[config.mk]
export PLATFORM = sky130hd
export DESIGN_NAME = dual_wiper_two_wire_slave
export DESIGN_NICKNAME = d
export VERILOG_FILES = /design/src/logic/wiper_pkg.sv /design/src/logic/stream_if.sv /design/src/logic/dual_wiper_two_wire_slave.sv /design/src/logic/line_sync.sv /design/src/logic/word_fifo.sv
export SDC_FILE = /design/constraint.sdc
export NUM_CORES = 1
export LEC_CHECK = 0
export BUFFER_PORTS_ARGS = -buffer_cell sky130_fd_sc_hd__clkbuf_2
export CORE_ASPECT_RATIO = 1.1
export CORE_MARGIN = 2
export CORE_UTILIZATION = 43
export DETAILED_ROUTE_END_ITERATION = 16
export GPL_ROUTABILITY_DRIVEN = 1
export PLACE_DENSITY = 0.57
export SYNTH_ARGS = -nofsm -noshare
export SYNTH_HDL_FRONTEND = slang
export SYNTH_HIERARCHICAL = 1
export SYNTH_SLANG_ARGS = --single-unit
[constraint.sdc]
create_clock -name clk_in -period 5.3 [get_ports clk_in]
set_clock_uncertainty 0.1 [all_clocks]
set_input_delay 0.53 -clock clk_in [delete_from_list [all_inputs] [get_ports clk_in]]
set_output_delay 0.53 -clock clk_in [all_outputs]
set_load 0.1 [all_outputs]
[src/logic/wiper_pkg.sv]
// Shared constants and types of the dual wiper two-wire slave
`default_nettype none
package wiper_pkg;
  // Control byte layout: code, select bits, direction bit
  localparam logic [3:0] CTRL_CODE = 4'h5;
  localparam int CODE_LSB = 4;
  localparam int SEL_LSB = 1;
  localparam int DIR_BIT = 0;

  // Command byte codes
  localparam logic [7:0] CMD_WR_ZERO = 8'hA9;
  localparam logic [7:0] CMD_WR_ONE = 8'hAA;
  localparam logic [7:0] CMD_WR_BOTH = 8'hAF;

  // Write targets, one bit per wiper
  localparam logic [1:0] TGT_NONE = 2'h0;
  localparam logic [1:0] TGT_ZERO = 2'h1;
  localparam logic [1:0] TGT_ONE = 2'h2;
  localparam logic [1:0] TGT_BOTH = 2'h3;

  // Byte position within a transfer
  localparam logic [1:0] IDX_CTRL = 2'h0;
  localparam logic [1:0] IDX_CMD = 2'h1;
  localparam logic [1:0] IDX_DATA0 = 2'h2;
  localparam logic [1:0] IDX_DATA1 = 2'h3;

  // Bit counts and reset values
  localparam logic [3:0] BITS_PER_BYTE = 4'h8;
  localparam logic [3:0] ACK_BIT = 4'h9;
  localparam logic [7:0] WIPER_RESET = 8'h00;

  // Write queue word: {target, data}
  localparam int FIFO_WIDTH = 10;
  localparam int FIFO_DEPTH = 16;
  localparam int TGT_ZERO_BIT = 8;
  localparam int TGT_ONE_BIT = 9;
  localparam int PIN_COUNT = 5;

  typedef enum logic [5:0] {
    ST_IDLE = 6'h01,
    ST_RECV = 6'h02,
    ST_ACK = 6'h04,
    ST_SEND = 6'h08,
    ST_MACK = 6'h10,
    ST_IGNORE = 6'h20
  } state_t;
endpackage
`default_nettype wire

[src/logic/stream_if.sv]
// Valid/ready word stream between the slave core and its write queue
`default_nettype none
interface stream_if #(parameter int W = 10);
  logic valid;
  logic ready;
  logic [W-1:0] data;
  modport src (output valid, output data, input ready);
  modport snk (input valid, input data, output ready);
endinterface
`default_nettype wire

[src/logic/dual_wiper_two_wire_slave.sv]
// Two-wire slave holding two wiper position registers
`default_nettype none
// Behaviour
// - One 8-bit position register per wiper, choosing one of 256 taps.
// - Code FFh is the high end, 00h the low end, monotonic between.
// - Both position registers start at 00h after power-up reset.
// - Select pins must equal the control byte's select bits to respond.
// - Device is slave only; the master makes clock, START and STOP.
// - Data changes while clock is high are bus conditions, not data.
// - Data falling with clock high is START; restart bit count.
// - Data rising with clock high is STOP; end transfer, go idle.
// - One clock pulse per bit; change data low, sample while high.
// - Eight-bit bytes plus a ninth acknowledge bit; master sets count.
// - Acknowledger holds data low through the acknowledge clock high.
// - After master not-acknowledge, slave releases data for STOP.
// - Write: control, command, data bytes; acks one data byte, two after the wiper 0 command.
// - Repeated START ends a transfer and expects a new control byte.
// - Direction bit 0 selects receive mode, 1 selects transmit mode.
// - Transmit shifts data on master clock; START and STOP still seen.
// - Control byte is code 0101, three select bits, direction bit.
// - Command byte writes wiper 0 (then 1), wiper 1, or both.
// - Read returns wiper 0 first, wiper 1 after a master ack.
// - Bytes go most significant bit first; the receiver acknowledges.
module dual_wiper_two_wire_slave
  import wiper_pkg::*;
(
  input wire logic clk_in,
  input wire logic reset_in,
  input wire logic scl_in,
  input wire logic sda_in,
  output logic sda_out,
  output logic sda_oe_out,
  input wire logic select_pin_bit0_in,
  input wire logic select_pin_bit1_in,
  input wire logic select_pin_bit2_in,
  output logic [7:0] wiper_out_zero_out,
  output logic [7:0] wiper_out_one_out
);
  ////////////////////////////////////////////////////////////////////////
  // Decode helpers

  // Control byte addresses this device
  function automatic logic ctrl_match(input logic [7:0] b,
                                      input logic [2:0] sel);
    ctrl_match = (b[7:CODE_LSB] == CTRL_CODE) &&
                 (b[CODE_LSB-1:SEL_LSB] == sel);
  endfunction

  // Command byte to its write target, none if unknown
  function automatic logic [1:0] cmd_target(input logic [7:0] b);
    cmd_target = TGT_NONE;
    if (b == CMD_WR_ZERO) begin
      cmd_target = TGT_ZERO;
    end else if (b == CMD_WR_ONE) begin
      cmd_target = TGT_ONE;
    end else if (b == CMD_WR_BOTH) begin
      cmd_target = TGT_BOTH;
    end
  endfunction

  // Which wiper a data byte lands in, given command and position
  function automatic logic [1:0] data_target(input logic [1:0] tgt,
                                             input logic [1:0] idx);
    data_target = TGT_NONE;
    if (idx == IDX_DATA0) begin
      data_target = tgt;
    end else if (idx == IDX_DATA1 && tgt == TGT_ZERO) begin
      data_target = TGT_ONE;
    end
  endfunction

  ////////////////////////////////////////////////////////////////////////
  // State

  typedef struct packed {
    state_t st;
    logic [3:0] cnt;
    logic [7:0] sh;
    logic [1:0] idx;
    logic [1:0] tgt;
    logic rd;
    logic rd_sel;
    logic mack;
    logic oe;
    logic [7:0] w0;
    logic [7:0] w1;
  } core_t;
  core_t core_ff;
  core_t nxt_core;

  logic [PIN_COUNT-1:0] pins_raw;
  logic [PIN_COUNT-1:0] pins_lvl;
  logic [PIN_COUNT-1:0] pins_prv;
  logic scl_lvl;
  logic sda_lvl;
  logic [2:0] sel_lvl;
  logic scl_rise;
  logic scl_fall;
  logic start_det;
  logic stop_det;
  logic byte_done;
  logic accept;
  logic load_tx;
  logic [1:0] data_tgt;
  logic [7:0] tx_byte;

  stream_if #(.W(FIFO_WIDTH)) fill_bus ();
  stream_if #(.W(FIFO_WIDTH)) drain_bus ();

  ////////////////////////////////////////////////////////////////////////
  // Pin synchronisation and line events

  // Bus lines and select straps all cross into the clock domain
  assign pins_raw = {select_pin_bit2_in, select_pin_bit1_in,
                     select_pin_bit0_in, sda_in, scl_in};

  line_sync #(.W(PIN_COUNT)) u_sync (
    .clk_in(clk_in),
    .reset_in(reset_in),
    .async_in(pins_raw),
    .level_out(pins_lvl),
    .prev_out(pins_prv)
  );

  // Edges found on synced copies only
  assign scl_lvl = pins_lvl[0];
  assign sda_lvl = pins_lvl[1];
  assign sel_lvl = pins_lvl[4:2];
  assign scl_rise = scl_lvl && !pins_prv[0];
  assign scl_fall = !scl_lvl && pins_prv[0];
  // Data moving while clock stays high is a bus condition
  assign start_det = scl_lvl && pins_prv[0] &&
                     pins_prv[1] && !sda_lvl;
  assign stop_det = scl_lvl && pins_prv[0] &&
                    !pins_prv[1] && sda_lvl;

  ////////////////////////////////////////////////////////////////////////
  // Byte decisions and write queue

  // Eighth bit sampled and its clock has fallen
  assign byte_done = (core_ff.st == ST_RECV) && scl_fall &&
                     (core_ff.cnt == BITS_PER_BYTE);
  assign data_tgt = data_target(core_ff.tgt, core_ff.idx);
  assign fill_bus.valid = byte_done && (data_tgt != TGT_NONE);
  assign fill_bus.data = {data_tgt, core_ff.sh};

  // A full queue makes the device refuse the byte with a nack
  always_comb begin
    if (core_ff.idx == IDX_CTRL) begin
      accept = ctrl_match(core_ff.sh, sel_lvl);
    end else if (core_ff.idx == IDX_CMD) begin
      accept = cmd_target(core_ff.sh) != TGT_NONE;
    end else begin
      accept = fill_bus.valid && fill_bus.ready;
    end
  end

  word_fifo #(.WIDTH(FIFO_WIDTH), .DEPTH(FIFO_DEPTH)) u_queue (
    .clk_in(clk_in),
    .reset_in(reset_in),
    .fill_in(fill_bus),
    .drain_out(drain_bus)
  );

  // Writes wait while a read is shifting out, so a read sees one value
  assign drain_bus.ready = (core_ff.st != ST_SEND) &&
                           (core_ff.st != ST_MACK);
  assign tx_byte = core_ff.rd_sel ? core_ff.w1 : core_ff.w0;

  ////////////////////////////////////////////////////////////////////////
  // Protocol engine

  // Next state: conditions first, then per-state bit handling
  always_comb begin
    nxt_core = core_ff;
    load_tx = 1'b0;
    if (drain_bus.valid && drain_bus.ready) begin
      if (drain_bus.data[TGT_ZERO_BIT]) begin
        nxt_core.w0 = drain_bus.data[7:0];
      end
      if (drain_bus.data[TGT_ONE_BIT]) begin
        nxt_core.w1 = drain_bus.data[7:0];
      end
    end
    if (start_det) begin
      // Also covers repeated START mid transfer
      nxt_core.st = ST_RECV;
      nxt_core.cnt = '0;
      nxt_core.idx = IDX_CTRL;
      nxt_core.tgt = TGT_NONE;
      nxt_core.rd = 1'b0;
      nxt_core.oe = 1'b0;
    end else if (stop_det) begin
      nxt_core.st = ST_IDLE;
      nxt_core.oe = 1'b0;
    end else begin
      unique case (core_ff.st)
        ST_IDLE: begin
          nxt_core.oe = 1'b0;
        end
        ST_RECV: begin
          if (scl_rise) begin
            nxt_core.sh = {core_ff.sh[6:0], sda_lvl};
            nxt_core.cnt = core_ff.cnt + 4'h1;
          end else if (byte_done) begin
            if (core_ff.idx == IDX_CTRL) begin
              nxt_core.rd = core_ff.sh[DIR_BIT];
              nxt_core.rd_sel = 1'b0;
            end
            if (core_ff.idx == IDX_CMD) begin
              nxt_core.tgt = cmd_target(core_ff.sh);
            end
            // Pull low right after the fall so it is stable while high
            nxt_core.st = accept ? ST_ACK : ST_IGNORE;
            nxt_core.oe = accept;
          end
        end
        ST_ACK: begin
          if (scl_rise) begin
            nxt_core.cnt = ACK_BIT;
          end else if (scl_fall && core_ff.cnt == ACK_BIT) begin
            nxt_core.oe = 1'b0;
            nxt_core.cnt = '0;
            if (core_ff.idx != IDX_DATA1) begin
              nxt_core.idx = core_ff.idx + 2'h1;
            end
            if (core_ff.rd) begin
              load_tx = 1'b1;
            end else if (core_ff.idx == IDX_DATA1) begin
              // No command takes a third data byte: refuse it by silence
              nxt_core.st = ST_IGNORE;
            end else begin
              nxt_core.st = ST_RECV;
            end
          end
        end
        ST_SEND: begin
          if (scl_rise) begin
            nxt_core.cnt = core_ff.cnt + 4'h1;
          end else if (scl_fall) begin
            if (core_ff.cnt == BITS_PER_BYTE) begin
              nxt_core.st = ST_MACK;
              nxt_core.oe = 1'b0;
            end else begin
              nxt_core.sh = {core_ff.sh[6:0], 1'b0};
              nxt_core.oe = !core_ff.sh[6];
            end
          end
        end
        ST_MACK: begin
          if (scl_rise) begin
            nxt_core.cnt = ACK_BIT;
            nxt_core.mack = !sda_lvl;
          end else if (scl_fall && core_ff.cnt == ACK_BIT) begin
            if (core_ff.mack) begin
              load_tx = 1'b1;
            end else begin
              nxt_core.st = ST_IGNORE;
            end
          end
        end
        ST_IGNORE: begin
          nxt_core.oe = 1'b0;
        end
      endcase
    end
    // Open drain: a zero bit drives, a one bit releases
    if (load_tx) begin
      nxt_core.st = ST_SEND;
      nxt_core.sh = tx_byte;
      nxt_core.oe = !tx_byte[7];
      nxt_core.rd_sel = !core_ff.rd_sel;
      nxt_core.cnt = '0;
    end
  end

  // Volatile wipers return to the low end on reset
  always_ff @(posedge clk_in or posedge reset_in) begin
    if (reset_in) begin
      core_ff <= '{st: ST_IDLE, cnt: 4'h0, sh: 8'h00, idx: IDX_CTRL,
                   tgt: TGT_NONE, rd: 1'b0, rd_sel: 1'b0, mack: 1'b0,
                   oe: 1'b0, w0: WIPER_RESET, w1: WIPER_RESET};
    end else begin
      core_ff <= nxt_core;
    end
  end

  // Clock is never driven; data pin only pulls low
  assign sda_out = 1'b0;
  assign sda_oe_out = core_ff.oe;
  assign wiper_out_zero_out = core_ff.w0;
  assign wiper_out_one_out = core_ff.w1;
endmodule
`default_nettype wire

[src/logic/line_sync.sv]
// Two-stage synchroniser with a third stage for edge detection
`default_nettype none
module line_sync #(parameter int W = 5) (
  input wire logic clk_in,
  input wire logic reset_in,
  input wire logic [W-1:0] async_in,
  output logic [W-1:0] level_out,
  output logic [W-1:0] prev_out
);
  typedef struct packed {
    logic [W-1:0] s1;
    logic [W-1:0] s2;
    logic [W-1:0] s3;
  } sync_t;
  sync_t sync_ff;
  sync_t nxt_sync;

  // Idle bus is high, so all stages reset high to avoid a false START
  always_comb begin
    nxt_sync.s1 = async_in;
    nxt_sync.s2 = sync_ff.s1;
    nxt_sync.s3 = sync_ff.s2;
  end

  always_ff @(posedge clk_in or posedge reset_in) begin
    if (reset_in) begin
      sync_ff <= '1;
    end else begin
      sync_ff <= nxt_sync;
    end
  end

  assign level_out = sync_ff.s2;
  assign prev_out = sync_ff.s3;
endmodule
`default_nettype wire

[src/logic/word_fifo.sv]
// Flip-flop FIFO with valid/ready on both sides
`default_nettype none
module word_fifo #(
  parameter int WIDTH = 10,
  parameter int DEPTH = 16
) (
  input wire logic clk_in,
  input wire logic reset_in,
  stream_if.snk fill_in,
  stream_if.src drain_out
);
  localparam int PW = $clog2(DEPTH);
  localparam int CW = $clog2(DEPTH + 1);
  typedef struct packed {
    logic [DEPTH-1:0][WIDTH-1:0] mem;
    logic [PW-1:0] wp;
    logic [PW-1:0] rp;
    logic [CW-1:0] cnt;
  } fifo_t;
  fifo_t fifo_ff;
  fifo_t nxt_fifo;
  logic push;
  logic pop;

  assign fill_in.ready = fifo_ff.cnt != CW'(DEPTH);
  assign drain_out.valid = fifo_ff.cnt != '0;
  assign drain_out.data = fifo_ff.mem[fifo_ff.rp];
  assign push = fill_in.valid && fill_in.ready;
  assign pop = drain_out.valid && drain_out.ready;

  // Pointers wrap naturally; depth must be a power of two
  always_comb begin
    nxt_fifo = fifo_ff;
    if (push) begin
      nxt_fifo.mem[fifo_ff.wp] = fill_in.data;
      nxt_fifo.wp = fifo_ff.wp + PW'(1);
    end
    if (pop) begin
      nxt_fifo.rp = fifo_ff.rp + PW'(1);
    end
    if (push && !pop) begin
      nxt_fifo.cnt = fifo_ff.cnt + CW'(1);
    end else if (pop && !push) begin
      nxt_fifo.cnt = fifo_ff.cnt - CW'(1);
    end
  end

  always_ff @(posedge clk_in or posedge reset_in) begin
    if (reset_in) begin
      fifo_ff <= '0;
    end else begin
      fifo_ff <= nxt_fifo;
    end
  end
endmodule
`default_nettype wire

# After elaboration in Yosys (flattened, before gate mapping)
# Cells that the tools add are included.
[op_classes]
addsub = 6
magnitude_cmp = 3
eq_ne = 46
n_mux = 77
bitwise = 2
n_reduce_logical = 59
[op_table]
columns = ["cell", "n"]
rows = [
  ["$bwmux 160", 1],
  ["$mux 6", 13],
  ["$ne 5x5->1 const B", 13],
  ["$bmux 10 s4", 1],
  ["$demux 10 s4", 1],
  ["$mux 10", 4],
  ["$mux 8", 5],
  ["$pmux 10 s4", 1],
  ["$mux 2", 13],
  ["$reduce_bool 2->1", 13],
  ["$eq 8x8->1 const B", 3],
  ["$mux 4", 6],
  ["$mux 1", 23],
  ["$logic_and 1x1->1", 19],
  ["$mux 19", 1],
  ["$mux 18", 1],
  ["$pmux 8 s2", 1],
  ["$mux 5", 3],
  ["$reduce_and 5->1", 3],
  ["$reduce_and 7->1", 2],
  ["$reduce_bool 7->1", 2],
  ["$add 4x1->4 const B", 3],
  ["$mux 12", 1],
  ["$ne 3x3->1 const B", 4],
  ["other kinds (35)", 56],
]
[word_totals]
register_bits = 227
inputBits = 7
out_inout_bits = 18
word_cells = 226

# Depth between registers and ports, before layout
# Gate-level depths: netlist of run 1.
[logic_depth]
depth_word = 16
mapped_depth = 15
ltp_nobuf = 13

# Hierarchy
# The synthesis of run 1 kept the hierarchy.
[by_module_without_submodules]
columns = ["mod", "n_inst", "cells_each", "area_per_inst_um2", "seq_area_each_um2"]
rows = [
  ["word_fifo", 1, 564, 8226.6, 4329.2],
  ["dual_wiper_two_wire_slave", 1, 299, 2761.4, 1052.3],
  ["line_sync", 1, 21, 435.4, 394.1],
]

# Worst setup path before layout of run 1
# No wires, ideal clock.
[synth_timing]
path_kind = "reg-to-reg"
start = "reg core_ff[38] (netlist name)"
end = "reg u_queue/fifo_ff[4] (netlist name)"
setup_ns = 0.080
arrival_time_ns = 3.206
t_required_ns = 5.120
slack_ns = 1.914
path_stages_with_launch = 15
n_path_buf = 3
period_less_slack_ns = 3.386
cell_sequence = "dfrtp_1 buf_6 or4_4 nor4_4 and2_1 and2_1 buf_6 buf_6 ha_1 inv_1 ha_1 a21o_1 a21oi_1 mux2i_1 xnor2_1"
[synth_between]
elab_chain_len = 8
[synth_rtl]
columns = ["item", "line_no", "text"]
rows = [
  ["start: declaration", "dual_wiper_two_wire_slave.sv:88", "core_t core_ff;"],
  ["start signal: assignment", "dual_wiper_two_wire_slave.sv:280", "core_ff <= '{st: ST_IDLE, cnt: 4'h0, sh: 8'h00, idx: IDX_CTRL,"],
  ["start signal: assignment", "dual_wiper_two_wire_slave.sv:284", "core_ff <= nxt_core;"],
  ["$eq 6x2->1 *", "dual_wiper_two_wire_slave.sv:141", "assign byte_done = (core_ff.st == ST_RECV) && scl_fall &&"],
  ["$logic_and 1x1->1 * (2 in series)", "dual_wiper_two_wire_slave.sv:141", ""],
  ["$logic_and 1x1->1 *", "dual_wiper_two_wire_slave.sv:144", "assign fill_bus.valid = byte_done && (data_tgt != TGT_NONE);"],
  ["via fill_bus.valid", "stream_if.sv:4", "logic valid;"],
  ["$logic_and 1x1->1 *", "word_fifo.sv:28", "assign push = fill_in.valid && fill_in.ready;"],
  ["via u_queue.push", "word_fifo.sv:22", "logic push;"],
  ["$logic_not 1->1", "word_fifo.sv:43", "end else if (pop && !push) begin"],
  ["$logic_and 1x1->1", "word_fifo.sv:43", ""],
  ["$reduce_bool 2->1 (no source line)", "n/a", ""],
  ["end signal: assignment", "word_fifo.sv:52", "fifo_ff <= nxt_fifo;"],
  ["end: declaration", "word_fifo.sv:20", "fifo_t fifo_ff;"],
]
# Mark *: on every way through the listed nets, which the timed path passes. The rest lies on a longest branch.
# A chain may end at the register's enable or synchronous reset.

# Worst setup path in the final report of run 1
[layout_timing]
start = "reg core_ff[39] (netlist name)"
end = "reg u_queue/fifo_ff[4] (netlist name)"
[layout_between]
elab_chain_len = 8
[layout_rtl]
columns = ["item", "line_no"]
rows = [
  ["$eq 6x2->1 *", "dual_wiper_two_wire_slave.sv:141"],
  ["$logic_and 1x1->1 * (2 in series)", "dual_wiper_two_wire_slave.sv:141"],
  ["$logic_and 1x1->1 *", "dual_wiper_two_wire_slave.sv:144"],
  ["via fill_bus.valid", "stream_if.sv:4"],
  ["$logic_and 1x1->1 *", "word_fifo.sv:28"],
  ["$logic_not 1->1", "word_fifo.sv:43"],
  ["$logic_and 1x1->1", "word_fifo.sv:43"],
  ["$reduce_bool 2->1 (no source line)", "n/a"],
]
# Marked as above.

==> flow_summary.ini, run 1 <==
[status]
status = finished, final reports clean

[final_layout]
layout-drive-gt1-share = 0.3483
final_cell_area_mm2 = 0.01240
fillers = 2368
multi_input_area_mm2 = 0.005141
regArea_mm2 = 0.005700
area_growth_pct = 9.286
nets = 896

[synth]
avgSynthCellArea_um2 = 12.88
ys_warn_count = 6
syn_area_mm2 = 0.01134
synth_cells = 881
synth_nets = 905

[sta]
tightest_slew_ns = 1.124
final.period_utilization = 0.7264
max_freq_mhz = 259.8
setup_tns_ns = 0
rsz0062_at_grt = false
setup_viol = 0
hold_viol = 0
maxSlewHeadroom = 0.2508
post-route-min-period_ns = 3.850
finalMaxSlewViolations = 0

[critical_path]
worst-setup-path-type = flip-flop to flip-flop
slowest_delay_ns = 0.62
r2r_end = u_queue/fifo_ff[4]$_DFFE_PP0P_
worstSetupStartpointType = flip-flop
crit_path_cell_trace = or4_4 -> nor4_4 -> and2_1 -> and2_2 -> buf_4 -> ha_1 -> inv_1 -> ha_1 -> a21o_1 -> a21oi_1 -> mux2i_1 -> xnor2_1
cp_max_fo = 22
critPathRequiredTime_ns = 5.64
crit_start = core_ff[39]$_DFFE_PP0P_
cp_slowest_cell = or4_4
cp.arrival_ns = 4.19
timing.critical_path.to_type = flip-flop
critPathMostFrequentCell = ha_1
reg2reg_from = core_ff[39]$_DFFE_PP0P_
r2r_slack_ns = 1.45
reg2reg_depth = 12

[clock_tree]
postCtsSetupRepairBufs = 0
clockBufferDepth = 3
clk_latency_ns = 0.52
htreeDepth = 1
clock_sinks = 227
clock-root-buffer = clkbuf_16
cts_resized = 0
numCtsBuffers = 25
cts_tree = yes
cts.clk_slew.worst_paths_ns = 0.06

[flow_run]
cap_violations = 0

[hold_path]
hold_path_class = input pin to async pin

[floorplan]
core-area_mm2 = 0.02607
rows = 62
die_h_um = 174.4
die-width_um = 158.9
dieArea_mm2 = 0.02770
num_io_pins = 25
start_util = 0.4352

[routing]
wl_per_cell_um = 20.76
dr.pass1.iters = 4
num_vias = 6836
via_per_inst = 5.500
route.antenna.remaining_nets = 0
drc = 0
drt-total-wl_um = 25800
drt_iter0_drc = 581

[grt]
gr-usage-all-layers = 0.1910
grt_pass1_wl_um = 41240
grt_pass1_vias = 6810
grt-ovfl-total = 0
antenna_found_initial = 0
grt_max_degree = 174

[power_and_ir_drop]
powerDensity_mw_per_mm2 = 335.6
peakVddDrop_mv = 0.2863
p_total_uw = 4161
power_leakage_uw = 0.005762

[placement]
place_hpwl_um = 16520
placed_area_mm2 = 0.01156
gp_congestion = 0.8334
port_buffers = 23
-- how the worst max path moves through the flow --
stage	endpoint	cells past startpoint
5_1_grt	u_queue/fifo_ff[4]$_DFFE_PP0P_	12
6_report	u_queue/fifo_ff[4]$_DFFE_PP0P_	12
2_1_floorplan	u_queue/fifo_ff[4]$_DFFE_PP0P_	14
4_1_cts	u_queue/fifo_ff[4]$_DFFE_PP0P_	12
3_3_place_gp	u_queue/fifo_ff[4]$_DFFE_PP0P_	12
3_5_place_dp	u_queue/fifo_ff[4]$_DFFE_PP0P_	12
-- placed cells by master, fill, tap and decap left out, types with 6 or more instances in the layout --
cell       count
a221oi_1      10
nand3_1       11
clkbuf_8       7
a311oi_1       6
dfrtp_1      213
clkbuf_16     25
inv_1         21
clkbuf_2      23
a21oi_1       27
nand4_1       10
clkbuf_1       9
dfstp_2       13
buf_4          7
nor2_1        21
mux2i_1       42
o21ai_0       35
mux4_2        20
a22oi_1       10
xnor2_1       17
nand2_1       50
ha_1          16
mux2_2       186
nand3_4       12
nor2b_1        6
-- registers in the layout, summed over array words and instances, names as in the netlist --
signal and cells:
u_queue/fifo_ff 173, core_ff 25, wiper_out_one_out 8, wiper_out_zero_out 8, u_sync/level_out 5, u_sync/nxt_sync 5, u_sync/prev_out 2, sda_oe_out 1
-- metrics by stage --
step           cells  setup slack [ns]  hold WS, ns    util
6_report        1243             1.450      0.07252  0.4757
5_1_grt         1242             1.205       0.1311  0.4756
4_1_cts         1242             1.442      0.09216  0.4756
3_5_place_dp    1192             1.469       0.2468  0.4435
3_3_place_gp    1192             1.491       0.2456  0.4435
2_1_floorplan    881             1.914       0.2452       -
-- per-layer routing --
| layer | up-vias | share of wire | global-route usage |
|---|---|---|---|
| met5 | - | 0 | 0 |
| met4 | 0 | 0.019 | 0.04697 |
| met3 | 32 | 0.035 | 0.02434 |
| met2 | 109 | 0.46 | 0.3057 |
| met1 | 3529 | 0.48 | 0.2778 |
| li1 | 3166 | - | - |
-- where the power goes --
| group | internal [µW] | leakage [µW] | switching, µW |
|---|---|---|---|
| clock | 970 | 0.000382 | 682 |
| combinational | 176 | 0.00228 | 232 |
| sequential | 1800 | 0.00310 | 301 |
| total | 2950 | 0.00576 | 1210 |
-- timing repair --
item                                   CTS  global route
setup endpoints to repair                0             0
hold buffers                             5             0
endpoints found under the hold margin    5             0
-- worst max-delay path: cells and delay by family (launching register included) --
family                   cells  cell delay [ns]
AND/OR/NAND/NOR              4             1.34
adder cells (fa/ha/maj)      2             0.61
buffers and inverters        2             0.52
flip-flops                   1             0.49
AO/OA/AOI/OAI                2             0.36
multiplexers                 1             0.23
XOR/XNOR                     1             0.13
-- cell type report --
type / instances / share of cell area
diodes: 1 / 0.0002018
clock buffers: 41 / 0.06095
multi-input cells: 559 / 0.4147
clock inverters: 4 / 0.002422
flip-flops and latches: 227 / 0.4598
inverters: 23 / 0.007266
well taps: 352 / 0.03552
repair buffers: 36 / 0.01917
Power figures use the tool's default switching activity.
==> run 2: changes to the inputs <==
--- a/config.mk
+++ b/config.mk
@@ -11,7 +11,7 @@
 export CORE_UTILIZATION = 43
 export DETAILED_ROUTE_END_ITERATION = 16
 export GPL_ROUTABILITY_DRIVEN = 1
-export PLACE_DENSITY = 0.57
+export PLACE_DENSITY = 0.54
 export SYNTH_ARGS = -nofsm -noshare
 export SYNTH_HDL_FRONTEND = slang
 export SYNTH_HIERARCHICAL = 1
==> constraint.sdc (replaced) <==
create_clock -name clk_in -period 3.6 [get_ports clk_in]
set_clock_uncertainty 0.1 [all_clocks]
set_input_delay 0.36 -clock clk_in [delete_from_list [all_inputs] [get_ports clk_in]]
set_output_delay 0.36 -clock clk_in [all_outputs]
set_load 0.1 [all_outputs]
==> run 2 against run 1 <==
Compared with the run above:
- register-to-register slack worse by 1.2 ns
- utilization is 0.98 points higher
- fmax is 14% higher
- critical path type unchanged
==> flow_summary.ini, run 2 (synthesis results as in run 1) <==
[status]
status = finished, final reports clean

[clock_tree]
clk_latency_ns = 0.53
postCtsSetupRepairBufs = 0
cts.clk_slew.worst_paths_ns = 0.06
clock_sinks = 227
clock-root-buffer = clkbuf_16
numCtsBuffers = 26
cts_tree = yes
htreeDepth = 1
clockBufferDepth = 3

[sta]
maxSlewHeadroom = 0.4378
max_freq_mhz = 294.9
post-route-min-period_ns = 3.391
finalMaxSlewViolations = 0
setup_viol = 0
hold_viol = 0
rsz0062_at_grt = false
tightest_slew_ns = 0.8434
setup_tns_ns = 0
final.period_utilization = 0.9420

[flow_run]
cap_violations = 0

[final_layout]
largest_reg_flops = 173
diodes = 0
layout-drive-gt1-share = 0.3679
top_regs = u_queue/fifo_ff x173, core_ff x25
layoutNonFillerInstCount = 1268
final_common_cell = dfrtp_1
nets = 921
mostFrequentLayoutCells = dfrtp_1 (213), mux2_2 (186), nand2_1 (50)
area_growth_pct = 11.55
regMostFlops = u_queue/fifo_ff
final_cell_area_mm2 = 0.01265

[placement]
place_inst = 1215
gp_congestion = 0.8427
placed_area_mm2 = 0.01175
port_buffers = 23
place_hpwl_um = 19000

[floorplan]
start_util = 0.4352
die_h_um = 174.4
core-area_mm2 = 0.02607
die-width_um = 158.9
num_io_pins = 25
dieArea_mm2 = 0.02770
rows = 62

[power_and_ir_drop]
power_leakage_uw = 0.005925
powerDensity_mw_per_mm2 = 506.8
peakVddDrop_mv = 0.2730

[routing]
drt-total-wl_um = 27800
drt_iter0_drc = 421
dr.pass1.iters = 4
num_vias = 7144
wl_per_cell_um = 21.92
via_per_inst = 5.634
drc = 0
route.antenna.remaining_nets = 0

[hold_path]
hold_path_class = flip-flop to flip-flop
holdPathStages = 0

[grt]
gr-usage-all-layers = 0.2062
grt_max_degree = 74
grt_pass1_wl_um = 44540
antenna_found_initial = 0
grt-ovfl-total = 0
grt_pass1_vias = 7648

[critical_path]
worst-setup-path-type = flip-flop to flip-flop
worstSetupStartpointType = flip-flop
cp_max_fo = 9
cp.arrival_ns = 3.74
reg2reg_depth = 11
r2r_slack_ns = 0.21
timing.critical_path.to_type = flip-flop
critPathRequiredTime_ns = 3.95
run 2: final cells by class:
class / instances / area (µm²)
flip-flops and latches: 227 / 5700
well taps: 352 / 440.4
fillers: 2330 / 13410
clock buffers: 37 / 743.2
multi-input cells: 559 / 5141
repair buffers: 60 / 432.9
clock inverters: 10 / 106.4
inverters: 23 / 90.09
run 2: repair_timing:
action                                 CTS  global route
gates resized for setup                  0             0
hold buffers                             6             0
endpoints found under the hold margin   75             0
run 2: final timing paths:
kind | startpoint | to
worst max register to register | core_ff[41]$_DFFE_PP0P_ | u_queue/fifo_ff[4]$_DFFE_PP0P_
worst max-delay path | core_ff[41]$_DFFE_PP0P_ | u_queue/fifo_ff[4]$_DFFE_PP0P_
worst min register to register | u_sync/nxt_sync[8]$_DFF_PP1_ | u_sync/level_out[3]$_DFF_PP1_
max in group asynchronous | reset_in | u_queue/fifo_ff[148]$_DFFE_PP0P_
min in group asynchronous | reset_in | u_queue/fifo_ff[99]$_DFFE_PP0P_
worst min-delay path | u_sync/nxt_sync[8]$_DFF_PP1_ | u_sync/level_out[3]$_DFF_PP1_
run 2: metal layers:
metal / wire length, µm / track usage
met1: 12580 / 0.2806
met2: 13160 / 0.3392
met3: 1377 / 0.03627
met4: 684 / 0.06288
met5: 0 / 0
run 2: worst max-delay path, cell delays in order (launching register included):
cell     delay, ns
dfrtp_1       0.48
or4_4         0.55
nor4_4        0.39
and2_1        0.18
and2_2        0.15
ha_1          0.22
inv_1         0.12
ha_1          0.34
a21o_1        0.20
a21oi_1       0.20
mux2i_1       0.25
xnor2_1       0.14
run 2: power breakdown:
group	internal [µW]	leakage [µW]	switching, µW
registers	2650	0.00310	299
logic	307	0.00241	541
clock network	1580	0.000419	1040
run 2: stage by stage:
step           total power [µW]  worst slack, ns    util  hold WS (ns)
5_1_grt                    6722          0.01203  0.4855        0.2587
3_3_place_gp               3833           0.3423  0.4506        0.2464
3_5_place_dp               3843           0.2569  0.4506        0.2482
2_1_floorplan              3454           0.2142       -        0.2452
4_1_cts                    6506           0.2105  0.4855        0.2568
6_report                   6413           0.2089  0.4855        0.2553
